`config.mk`:
```
export PLATFORM = sky130hd
export DESIGN_NAME = adci_top
export DESIGN_NICKNAME = d
export VERILOG_FILES = /design/src/inc/adci_pkg.sv /design/src/hw/adci_top.sv
export SDC_FILE = /design/constraint.sdc
export NUM_CORES = 1
export LEC_CHECK = 0
export ABC_AREA = 1
export BUFFER_PORTS_ARGS = -buffer_cell sky130_fd_sc_hd__buf_4
export CAP_MARGIN = 20
export CORE_MARGIN = 3
export CORE_UTILIZATION = 50
export CTS_CLUSTER_SIZE = 10
export DETAILED_ROUTE_END_ITERATION = 10
export GPL_ROUTABILITY_DRIVEN = 0
export PLACE_DENSITY_LB_ADDON = 0.3
export SLEW_MARGIN = 20
export SYNTH_ARGS = -nofsm -noshare
export SYNTH_HDL_FRONTEND = slang
export SYNTH_SLANG_ARGS = --single-unit
export TNS_END_PERCENT = 20
```
`constraint.sdc`:
```
create_clock -name i_core_clk -period 3.5 [get_ports i_core_clk]
set_input_delay 0.525 -clock i_core_clk [delete_from_list [all_inputs] [get_ports i_core_clk]]
set_output_delay 0.525 -clock i_core_clk [all_outputs]
set_load 0.01 [all_outputs]
```
`src/inc/adci_pkg.sv`:
```
// Constants, register map and carrier types for the converter control block.
// Assumes a plain register port from the core and a successive-approximation
// analog macro that takes one comparator decision per bit step.
package adci_pkg;

    // ********************************************************
    // Register map
    // ********************************************************
    localparam logic [7:0] ADCI_RESULT_OFS  = 8'hD0;
    localparam logic [7:0] ADCI_CONTROL_OFS = 8'hD1;
    localparam logic [7:0] ADCI_CONTROL_RST = 8'h40;
    localparam logic [7:0] ADCI_RESULT_RST  = 8'h00;

    // Control field positions
    localparam int ADCI_BIT_IRQ_EN   = 7;
    localparam int ADCI_BIT_DONE     = 6;
    localparam int ADCI_BIT_START    = 5;
    localparam int ADCI_BIT_POWER    = 4;
    localparam int ADCI_BIT_OSC_OFF  = 2;

    // ********************************************************
    // Timing
    // ********************************************************
    localparam int ADCI_CLK_MHZ      = 200;
    localparam int ADCI_STEP_NS      = 500;   // One bit decision per step
    localparam int ADCI_STEP_CYC     = (ADCI_STEP_NS * ADCI_CLK_MHZ + 999) / 1000;
    localparam int ADCI_NBITS        = 8;

    // ********************************************************
    // Carrier types
    // ********************************************************
    typedef struct packed {
        logic       wr;
        logic       rd;
        logic [7:0] addr;
        logic [7:0] wdata;
    } adci_bus_req_t;

    typedef struct packed {
        logic irq_en;
        logic power_on;
        logic rsvd3;
        logic osc_off;
        logic [1:0] rsvd_lo;
    } adci_ctrl_t;

    typedef enum logic [1:0] {
        ADCI_IDLE,
        ADCI_CONV
    } adci_state_t;

endpackage
```
`src/hw/adci_top.sv`:
```
// Control and status logic of the 8-bit successive-approximation converter.
// Assumes the analog comparator answer arrives asynchronously on a pin and
// that the core's low-power state is given as plain wait and stop levels.
`timescale 1ns/1ps
`default_nettype none

module adci_top #(
    parameter int STEP_CYC = adci_pkg::ADCI_STEP_CYC
) (
    input  wire logic       i_core_clk,
    input  wire logic       i_rst_n,
    input  wire logic [7:0] i_addr,
    input  wire logic [7:0] i_wdata,
    input  wire logic       i_wr,
    input  wire logic       i_rd,
    output logic      [7:0] o_rdata,
    input  wire logic       i_cmp_above,     // Analog input above trial level
    input  wire logic       i_stop_mode,
    input  wire logic       i_wait_mode,
    output logic      [7:0] o_trial_code,    // Trial code fed to the analog DAC
    output logic            o_converter_en,
    output logic            o_main_osc_disable,
    output logic            o_irq,
    output logic            o_wake
);

    // ********************************************************
    // Comparator synchroniser
    // ********************************************************
    logic [2:0] cmp_sync_r;
    logic       cmp_r;
    logic       cmp_nxt;

    // Third and second stage must agree before a change counts
    always_comb begin
        cmp_nxt = cmp_r;
        if (cmp_sync_r[2] == cmp_sync_r[1]) begin
            cmp_nxt = cmp_sync_r[2];
        end
    end

    always_ff @(posedge i_core_clk) begin
        if (!i_rst_n) begin
            cmp_sync_r <= 3'h0;
            cmp_r      <= 1'b0;
        end else begin
            cmp_sync_r <= {cmp_sync_r[1:0], i_cmp_above};
            cmp_r      <= cmp_nxt;
        end
    end

    // ********************************************************
    // Register and conversion state
    // ********************************************************
    adci_pkg::adci_ctrl_t  ctrl_r,   ctrl_nxt;
    adci_pkg::adci_state_t state_r,  state_nxt;
    logic                  done_r,   done_nxt;
    logic [7:0]            result_r, result_nxt;
    logic [7:0]            trial_r,  trial_nxt;
    logic [2:0]            bit_r,    bit_nxt;
    logic [15:0]           step_r,   step_nxt;
    logic [7:0]            rdata_r,  rdata_nxt;
    logic                  wr_ctrl;
    logic                  start_req;
    logic                  conv_ok;
    logic                  step_tick;
    logic                  finish;

    assign wr_ctrl   = i_wr && (i_addr == adci_pkg::ADCI_CONTROL_OFS);
    // Zero in the start position does nothing
    assign start_req = wr_ctrl && i_wdata[adci_pkg::ADCI_BIT_START];
    // Converter runs only powered and outside stop; wait changes nothing
    assign conv_ok   = ctrl_r.power_on && !i_stop_mode;
    assign step_tick = (step_r == 16'(STEP_CYC - 1));
    assign finish    = (state_r == adci_pkg::ADCI_CONV) && conv_ok && step_tick
                       && (bit_r == 3'h0);

    // Next-state logic for registers and the successive-approximation walk
    always_comb begin
        ctrl_nxt   = ctrl_r;
        state_nxt  = state_r;
        done_nxt   = done_r;
        result_nxt = result_r;
        trial_nxt  = trial_r;
        bit_nxt    = bit_r;
        step_nxt   = step_r;
        if (wr_ctrl) begin
            ctrl_nxt.irq_en   = i_wdata[adci_pkg::ADCI_BIT_IRQ_EN];
            ctrl_nxt.power_on = i_wdata[adci_pkg::ADCI_BIT_POWER];
            ctrl_nxt.rsvd3    = i_wdata[3];
            ctrl_nxt.osc_off  = i_wdata[adci_pkg::ADCI_BIT_OSC_OFF];
            ctrl_nxt.rsvd_lo  = i_wdata[1:0];
        end
        unique case (state_r)
            adci_pkg::ADCI_IDLE: begin
                step_nxt = 16'h0000;
            end
            adci_pkg::ADCI_CONV: begin
                if (!conv_ok) begin
                    // Losing power or entering stop abandons the conversion
                    state_nxt = adci_pkg::ADCI_IDLE;
                end else if (step_tick) begin
                    step_nxt = 16'h0000;
                    // Keep the trial bit only if input is above it
                    if (!cmp_r) begin
                        trial_nxt[bit_r] = 1'b0;
                    end
                    if (bit_r == 3'h0) begin
                        // Result changes on the last step; the flag rises with it unless a start in the same cycle holds it low
                        result_nxt = cmp_r ? trial_r : (trial_r & ~8'h01);
                        done_nxt   = 1'b1;
                        state_nxt  = adci_pkg::ADCI_IDLE;
                    end else begin
                        bit_nxt = bit_r - 3'h1;
                        trial_nxt[bit_r - 3'h1] = 1'b1;
                    end
                end else begin
                    step_nxt = step_r + 16'h0001;
                end
            end
            default: begin
                state_nxt = adci_pkg::ADCI_IDLE;
            end
        endcase
        // A start wins over the walk and the done flag, restarting any running walk; a result finishing in that cycle is still stored
        if (start_req) begin
            done_nxt  = 1'b0;
            state_nxt = adci_pkg::ADCI_CONV;
            bit_nxt   = 3'h7;
            trial_nxt = 8'h80;
            step_nxt  = 16'h0000;
        end
    end

    // Read mux; start reads zero, done flag read-only
    always_comb begin
        rdata_nxt = 8'h00;
        if (i_rd) begin
            if (i_addr == adci_pkg::ADCI_RESULT_OFS) begin
                rdata_nxt = result_r;
            end else if (i_addr == adci_pkg::ADCI_CONTROL_OFS) begin
                rdata_nxt = {ctrl_r.irq_en, done_r, 1'b0, ctrl_r.power_on,
                             ctrl_r.rsvd3, ctrl_r.osc_off, ctrl_r.rsvd_lo};
            end
        end
    end

    // Reset places control at its documented value
    always_ff @(posedge i_core_clk) begin
        if (!i_rst_n) begin
            ctrl_r   <= '0;
            done_r   <= adci_pkg::ADCI_CONTROL_RST[adci_pkg::ADCI_BIT_DONE];
            state_r  <= adci_pkg::ADCI_IDLE;
            result_r <= adci_pkg::ADCI_RESULT_RST;
            trial_r  <= 8'h00;
            bit_r    <= 3'h0;
            step_r   <= 16'h0000;
            rdata_r  <= 8'h00;
        end else begin
            ctrl_r   <= ctrl_nxt;
            done_r   <= done_nxt;
            state_r  <= state_nxt;
            result_r <= result_nxt;
            trial_r  <= trial_nxt;
            bit_r    <= bit_nxt;
            step_r   <= step_nxt;
            rdata_r  <= rdata_nxt;
        end
    end

    // ********************************************************
    // Outputs
    // ********************************************************
    assign o_rdata            = rdata_r;
    assign o_trial_code       = trial_r;
    assign o_converter_en     = conv_ok;
    assign o_main_osc_disable = ctrl_r.osc_off;
    // Done flag gated by enable; level stays until start or enable clear
    assign o_irq              = done_r && ctrl_r.irq_en;
    // Wake only leaves wait; stop ignores the converter event
    assign o_wake             = o_irq && i_wait_mode && !i_stop_mode;

    // ********************************************************
    // Checks
    // ********************************************************
    AST_START_CLEARS_DONE: assert property (@(posedge i_core_clk) disable iff (!i_rst_n)
        start_req |=> !done_r && state_r == adci_pkg::ADCI_CONV && trial_r == 8'h80)
        else $error("start did not clear flag or begin");

    AST_RESTART: assert property (@(posedge i_core_clk) disable iff (!i_rst_n)
        (state_r == adci_pkg::ADCI_CONV && bit_r != 3'h7 && start_req) |=> bit_r == 3'h7)
        else $error("restart ignored");

    AST_FINISH_SETS: assert property (@(posedge i_core_clk) disable iff (!i_rst_n)
        (finish && !start_req) |=> done_r && state_r == adci_pkg::ADCI_IDLE)
        else $error("finish did not set flag");

    AST_DONE_STICKY: assert property (@(posedge i_core_clk) disable iff (!i_rst_n)
        (done_r && !start_req) |=> done_r)
        else $error("flag cleared without start");

    AST_START_READS_ZERO: assert property (@(posedge i_core_clk) disable iff (!i_rst_n)
        (i_rd && i_addr == adci_pkg::ADCI_CONTROL_OFS) |=> !o_rdata[adci_pkg::ADCI_BIT_START])
        else $error("start bit read nonzero");

    AST_IRQ_GATE: assert property (@(posedge i_core_clk) disable iff (!i_rst_n)
        o_irq == (done_r && ctrl_r.irq_en))
        else $error("irq not gated by enable");

    AST_RESULT_READ: assert property (@(posedge i_core_clk) disable iff (!i_rst_n)
        (i_rd && i_addr == adci_pkg::ADCI_RESULT_OFS) |=> o_rdata == $past(result_r))
        else $error("result read mismatch");

    AST_RESULT_STABLE: assert property (@(posedge i_core_clk) disable iff (!i_rst_n)
        (done_r && $past(done_r)) |-> $stable(result_r))
        else $error("result changed while valid");

    AST_POWER_OFF: assert property (@(posedge i_core_clk) disable iff (!i_rst_n)
        (state_r == adci_pkg::ADCI_CONV && !ctrl_r.power_on && !start_req)
            |=> state_r == adci_pkg::ADCI_IDLE)
        else $error("conversion continued unpowered");

    AST_NO_STOP_WAKE: assert property (@(posedge i_core_clk) disable iff (!i_rst_n)
        i_stop_mode |-> !o_wake && !o_converter_en)
        else $error("converter active in stop");

endmodule // adci_top

`default_nettype wire

```
==> run_results.csv, run 1 <==
group,metric,value,unit
critical_path,cp_max_fo,13,
cts,tritoncts.num_buffers,5,
power,power.share.combinational,3.7,%
timing,fin_crit,1.84,ns
finish,final_common_cell,"nand2_1",
global_route,grt_pass1_wl,10.2,mm
cts,clockBufferDepth,2,
timing,skew,0.00926,ns
route,first_pass_iters,4,
cts,root_buffer,"clkbuf_8",
power,netSwitchingPower,0.000225,W
run,maxCapViolCount,0,
die,die_h,80.6,um
hold_path,min_path_type,"in -> reg",
critical_path,critPathArrivalTime,2.02,ns
route,dr.first_iter.drc_count,210,
finish,fill_cells,504,
yosys,ys_ff_latch,55,
cts,clk_pin_slew,0.10,ns
power,p_int,0.000807,W
die,fp-row-count,26,
finish,n_antenna_cell,0,
place,dp_hpwl,4.42,mm
place,portBuffers,41,
global_route,antenna_found_initial,0,
power,powerDensity,320,nW/um^2
critical_path,critPathCaptureType,"flip-flop",
timing,max_freq,0.544,GHz
critical_path,required,3.69,ns
timing,finalSetupViolCount,0,
die,start_util,53.2,%
power,seq_power_share,60.8,%
global_route,track_usage,19.6,%
die,core_area,5240,sq um
cts,htree_levels,2,
route,drc_errors,0,
timing,rsz0062_at_grt,"no",
yosys,synthCells,419,
yosys,ys_seq_area_share,39.6,%
critical_path,crit_type,"in -> reg",
timing,hold_violations,0,
route,final_antenna_net_count,0,
power,switching_share,21.8,%
die,die-area,6500,sq um
finish,nNetsFinal,485,
power,p_leak,1.47,nW
route,drt-total-wl,5.94,mm
cts,clk_latency,0.31,ns
cts,tritoncts,"done",
cts,clkSinkCount,55,
timing,relSlewSlack,46.8,%
critical_path,start_kind,"input pin",
route,vias,2618,
yosys,synth_cell_types,24,
timing,maxSlewViolCount,0,
cts,post_cts_resize_count,0,
finish,area_growth,15.8,%
global_route,overflow,0,
finish,final_util,61.5,%
timing,period_share,52.5,%
power,ir_drop,193,uV
place,dp.cells,522,
yosys,synth_nets,445,
place,dpl_worst_slack,1.33,ns
route,wl_per_cell,11.2,um
cts,cts_setup_buffers,0,
finish,layoutNonFillerInstCount,530,
die,io-pin-count,43,
timing,tightest_slew,0.792,ns
timing,finalSetupTns,0,ns
timing,fin_ws,1.66,ns
yosys,ys.warnings.count,0,
global_route,grt_pass1_vias,2300,
yosys,post_synth.cell_area_avg,6.64,sq um
power,p_clk_share,35.6,%
cts,cts_hold_buf,0,
route,via_per_inst,4.94,
finish,final_layout_size_suffix_gt1_share,16.1,%
yosys,synth_area,2780,sq um
die,die_w,80.6,um
status,status,"finished, final reports clean",
finish,mostFrequentLayoutCells,"nand2_1 (121), nor2_1 (63), dfxtp_1 (55)",
global_route,grt_max_degree,21,
[path summary, 6_finish.rpt]
kind	start	end	slack [ns]	depth (start not counted)
worst max register to register	bit_r[0]$_SDFFE_PN0P_	o_trial_code[2]$_SDFFE_PP0P_	1.67	9
worst max-delay path	i_addr[5]	step_r[15]$_SDFFE_PP0P_	1.66	9
worst min register to register	cmp_sync_r[0]$_SDFF_PN0_	cmp_sync_r[1]$_SDFF_PN0_	0.42	2
worst min-delay path	i_cmp_above	cmp_sync_r[0]$_SDFF_PN0_	0.40	3
[cell families after synthesis]
kind of cell | share of synthesized area [%]
compound gates | 9.21
xor+xnor | 1.26
flops | 39.6
fa+ha+maj | 1.35
buf+inv | 9.53
simple gates | 39.1
[layer usage]
metal	routed length, um	track usage (%)
met5	0	0
met1	2800	27.0
met3	459	3.70
met2	2620	31.0
met4	59	5.91
[Yosys cell counts, drive strengths merged]
cell type,number,area (sq um)
ha,3,37.5
a21oi,27,139
xor2,4,35.0
nand3,33,180
dfxtp,55,1100
nand2,127,492
a21boi,1,7.51
clkbuf,2,7.51
nand4,10,92.6
buf,6,47.5
inv,56,210
o21ai,22,110
nor2,70,309
nor3,3,15.0
[through the flow]
step	area (sq um)	hold slack [ns]	power, W
4_1_cts	3220	0.394	0.00104
3_3_place_gp	3120	0.413	0.000680
2_1_floorplan	2780	0.390	0.000658
6_report	3220	0.396	0.00103
5_1_grt	3220	0.410	0.00107
3_5_place_dp	3120	0.403	0.000680
[state kept, by name, indices dropped and copies added (netlist names)]
| name | flops |
|---|---|
| cmp_sync_r | 3 |
| o_main_osc_disable | 1 |
| done_r | 1 |
| o_rdata | 8 |
| cmp_r | 1 |
| state_r | 1 |
| result_r | 8 |
| o_trial_code | 8 |
| bit_r | 3 |
| step_r | 16 |
| ctrl_r | 5 |
[critical path, cell delays in order]
cell and delay, ns:
buf_4 0.11, inv_1 0.04, nand2_1 0.05, nor2_2 0.38, nand4_4 0.25, nand2_2 0.25
inv_2 0.07, nand2_2 0.23, nor2_1 0.10
[cell type report]
cell class              instances  area (sq um)  share of cell area (%)
inverters                      56           210                    6.52
flip-flops and latches         55          1100                    34.2
repair buffers                 41           308                    9.55
clock buffers                   6          82.6                    2.56
multi-input cells             300          1420                    44.0
well taps                      70          87.6                    2.72
clock inverters                 2          16.3                   0.505
[power groups by stage]
stage	sequential, W	combinational [W]	clock, W
floorplan	0.000642	0.0000159	0
global placement	0.000642	0.0000374	0
detailed placement	0.000642	0.0000380	0
CTS	0.000628	0.0000383	0.000378
global route	0.000628	0.0000417	0.000404
finish	0.000628	0.0000378	0.000367
Power figures use the tool's default switching activity.
==> run 2, diff against run 1 <==
==> constraint.sdc (replaced) <==
create_clock -name i_core_clk -period 1.6 [get_ports i_core_clk]
set_input_delay 0.24 -clock i_core_clk [delete_from_list [all_inputs] [get_ports i_core_clk]]
set_output_delay 0.24 -clock i_core_clk [all_outputs]
set_load 0.01 [all_outputs]
==> run 2 against run 1 <==
Against the previous run:
- critical path depth is 2 lower
- sequential cell count unchanged
- worst setup slack got worse by 1.6 ns
- cell count is 2.8% higher
- combinational power up 130%
- clock power is 110% higher
- total power up 120%
- utilization increased by 2.7 points
- first-iteration DRC count decreased by 6.7%
- routed wire length increased by 5.2%
- clock-buffer cell count down 1
- die area did not move
- critical endpoint is now result_r[3]$_SDFFE_PN0P_
==> run_results.csv, run 2 (synthesized netlist as in run 1, its figures left out) <==
group,metric,value,unit
hold_path,min_path_type,"in -> reg",
timing,hold_violations,0,
die,fp-row-count,26,
critical_path,critPathArrivalTime,1.71,ns
route,wl_per_cell,11.5,um
global_route,overflow,0,
finish,fill_cells,443,
finish,regMostFlops,"step_r",
power,netSwitchingPower,0.000503,W
route,via_per_inst,4.95,
critical_path,required,1.82,ns
power,p_leak,1.54,nW
global_route,grt_max_degree,21,
power,ir_drop,389,uV
cts,clk_latency,0.31,ns
timing,tightest_slew,0.302,ns
finish,n_antenna_cell,0,
power,switching_share,22.6,%
power,p_int,0.00172,W
critical_path,critPathSlowestCell,"dfxtp_2",
timing,fin_crit,1.50,ns
global_route,antenna_found_initial,0,
finish,nNetsFinal,500,
die,core_area,5240,sq um
critical_path,cp_cell_sequence,"ha_2 -> nand3_2 -> nor2_8 -> buf_4 -> nand4_2 -> nor2_1 -> nor2_1",
critical_path,r2r-end,"result_r[3]$_SDFFE_PN0P_",
finish,postLayoutCellArea,3370,sq um
place,dp_hpwl,4.56,mm
critical_path,reg2reg_from,"step_r[0]$_SDFFE_PP0P_",
cts,tritoncts,"done",
hold_path,whs_endpoint,"cmp_sync_r[0]$_SDFF_PN0_",
critical_path,ff2ff_path_depth,7,
timing,max_freq,0.668,GHz
run,maxCapViolCount,0,
cts,cts_setup_buffers,0,
place,portBuffers,41,
power,p_clk_share,34.4,%
route,drc_errors,0,
critical_path,start_kind,"flip-flop",
die,die-area,6500,sq um
status,status,"finished, final reports clean",
critical_path,crit_type,"reg -> reg",
timing,period_share,93.5,%
timing,finalSetupViolCount,0,
power,seq_power_share,61.6,%
die,start_util,53.2,%
critical_path,crit_top_cell,"nor2_1",
global_route,grt_pass1_wl,10.5,mm
power,powerDensity,661,nW/um^2
finish,final_util,64.3,%
route,dr.first_iter.drc_count,196,
route,vias,2697,
critical_path,r2r_slack,0.10,ns
die,die_w,80.6,um
cts,clkSinkCount,55,
timing,skew,0.00838,ns
cts,tritoncts.num_buffers,5,
power,power.share.combinational,3.9,%
die,die_h,80.6,um
route,drt-total-wl,6.25,mm
finish,mostFrequentLayoutCells,"nand2_1 (120), nor2_1 (59), buf_4 (55)",
timing,maxSlewViolCount,0,
finish,final_layout_size_suffix_gt1_share,20.8,%
finish,layoutNonFillerInstCount,545,
global_route,track_usage,20.1,%
route,first_pass_iters,4,
place,dp.cells,536,
cts,htree_levels,2,
die,io-pin-count,43,
finish,area_growth,20.9,%
finish,largest_register_ffs,16,
hold_path,hold_start,"i_cmp_above",
route,final_antenna_net_count,0,
place,placed_area,3230,sq um
timing,relSlewSlack,79.8,%
cts,root_buffer,"clkbuf_8",
global_route,grt_pass1_vias,2407,
cts,clk_pin_slew,0.10,ns
critical_path,critPathCaptureType,"flip-flop",
cts,clockBufferDepth,2,
critical_path,cp_max_fo,7,
finish,final_common_cell,"nand2_1",
hold_path,whs_path_depth,3,
critical_path,critPathMaxStageDelay,0.35,ns
==> run 2: changes by cell type in the layout (fill, tap and decap cells not counted), moves of 2 or more <==
cell | before | now
nor2_2 | 3 | 7
dfxtp_1 | 55 | 53
dfxtp_2 | 0 | 2
buf_4 | 41 | 55
clkinv_2 | 0 | 2
nor2_1 | 63 | 59
nand3_1 | 30 | 28
==> run 2: metal layers <==
metal | vias up | GRT usage [%] | share of wire (%)
met1 | 1181 | 27.7 | 48
met5 | - | 0 | 0
met2 | 80 | 32.1 | 44
met3 | 10 | 3.70 | 6.4
li1 | 1426 | - | -
met4 | 0 | 5.41 | 1.5
==> run 2: final cells by class <==
type | instances | area [sq um] | area share, %
Sequential cell | 55 | 1100 | 32.8
Tap cell | 70 | 87.6 | 2.60
Clock inverter | 3 | 18.8 | 0.557
Multi-Input combinational cell | 301 | 1460 | 43.4
Timing Repair Buffer | 55 | 413 | 12.3
Clock buffer | 5 | 68.8 | 2.04
Inverter | 56 | 213 | 6.32
==> run 2: power groups by stage <==
stage          Clock (W)  Combinational [W]  Sequential [W]
2_1_floorplan          0          0.0000348         0.00140
3_3_place_gp           0          0.0000859         0.00140
3_5_place_dp           0          0.0000875         0.00140
4_1_cts         0.000790          0.0000882         0.00137
5_1_grt         0.000840          0.0000970         0.00137
6_report        0.000767          0.0000878         0.00137
==> run 2: stage by stage <==
stage | setup TNS (ns) | worst slack (ns) | power [W] | hold WS, ns
5_1_grt | -0.0573 | -0.0194 | 0.00231 | 0.109
4_1_cts | 0 | 0.0372 | 0.00225 | 0.105
3_3_place_gp | 0 | 0.0587 | 0.00149 | 0.410
3_5_place_dp | 0 | 0.0530 | 0.00149 | 0.402
6_report | 0 | 0.103 | 0.00223 | 0.115
2_1_floorplan | 0 | 0.0959 | 0.00144 | 0.338
==> run 2: what timing repair did <==
action                     in CTS  in global routing
setup endpoints to repair       0                 31
gates resized for setup         0                 13
hold buffers                    0                  0
==> run 2: worst max-delay path by stage <==
stage	start	end	cells after the start	slack [ns]
after floorplan	bit_r[0]$_SDFFE_PN0P_	bit_r[1]$_SDFFE_PN0P_	11	0.1
after global placement	step_r[1]$_SDFFE_PP0P_	o_trial_code[7]$_SDFFE_PN0P_	8	0.06
after detailed placement	step_r[0]$_SDFFE_PP0P_	o_trial_code[7]$_SDFFE_PN0P_	8	0.05
after CTS	step_r[1]$_SDFFE_PP0P_	result_r[4]$_SDFFE_PN0P_	7	0.04
after global routing	step_r[2]$_SDFFE_PP0P_	step_r[15]$_SDFFE_PP0P_	8	-0.02
final	step_r[0]$_SDFFE_PP0P_	result_r[3]$_SDFFE_PN0P_	7	0.10
==> run 2: worst max-delay path: cells and delay by family (launching register included) <==
kind | cells | cell delay [ns]
adders and majority gates | 1 | 0.21
and+or+nand+nor | 5 | 0.67
DFF | 1 | 0.35
buffers and inverters | 1 | 0.17
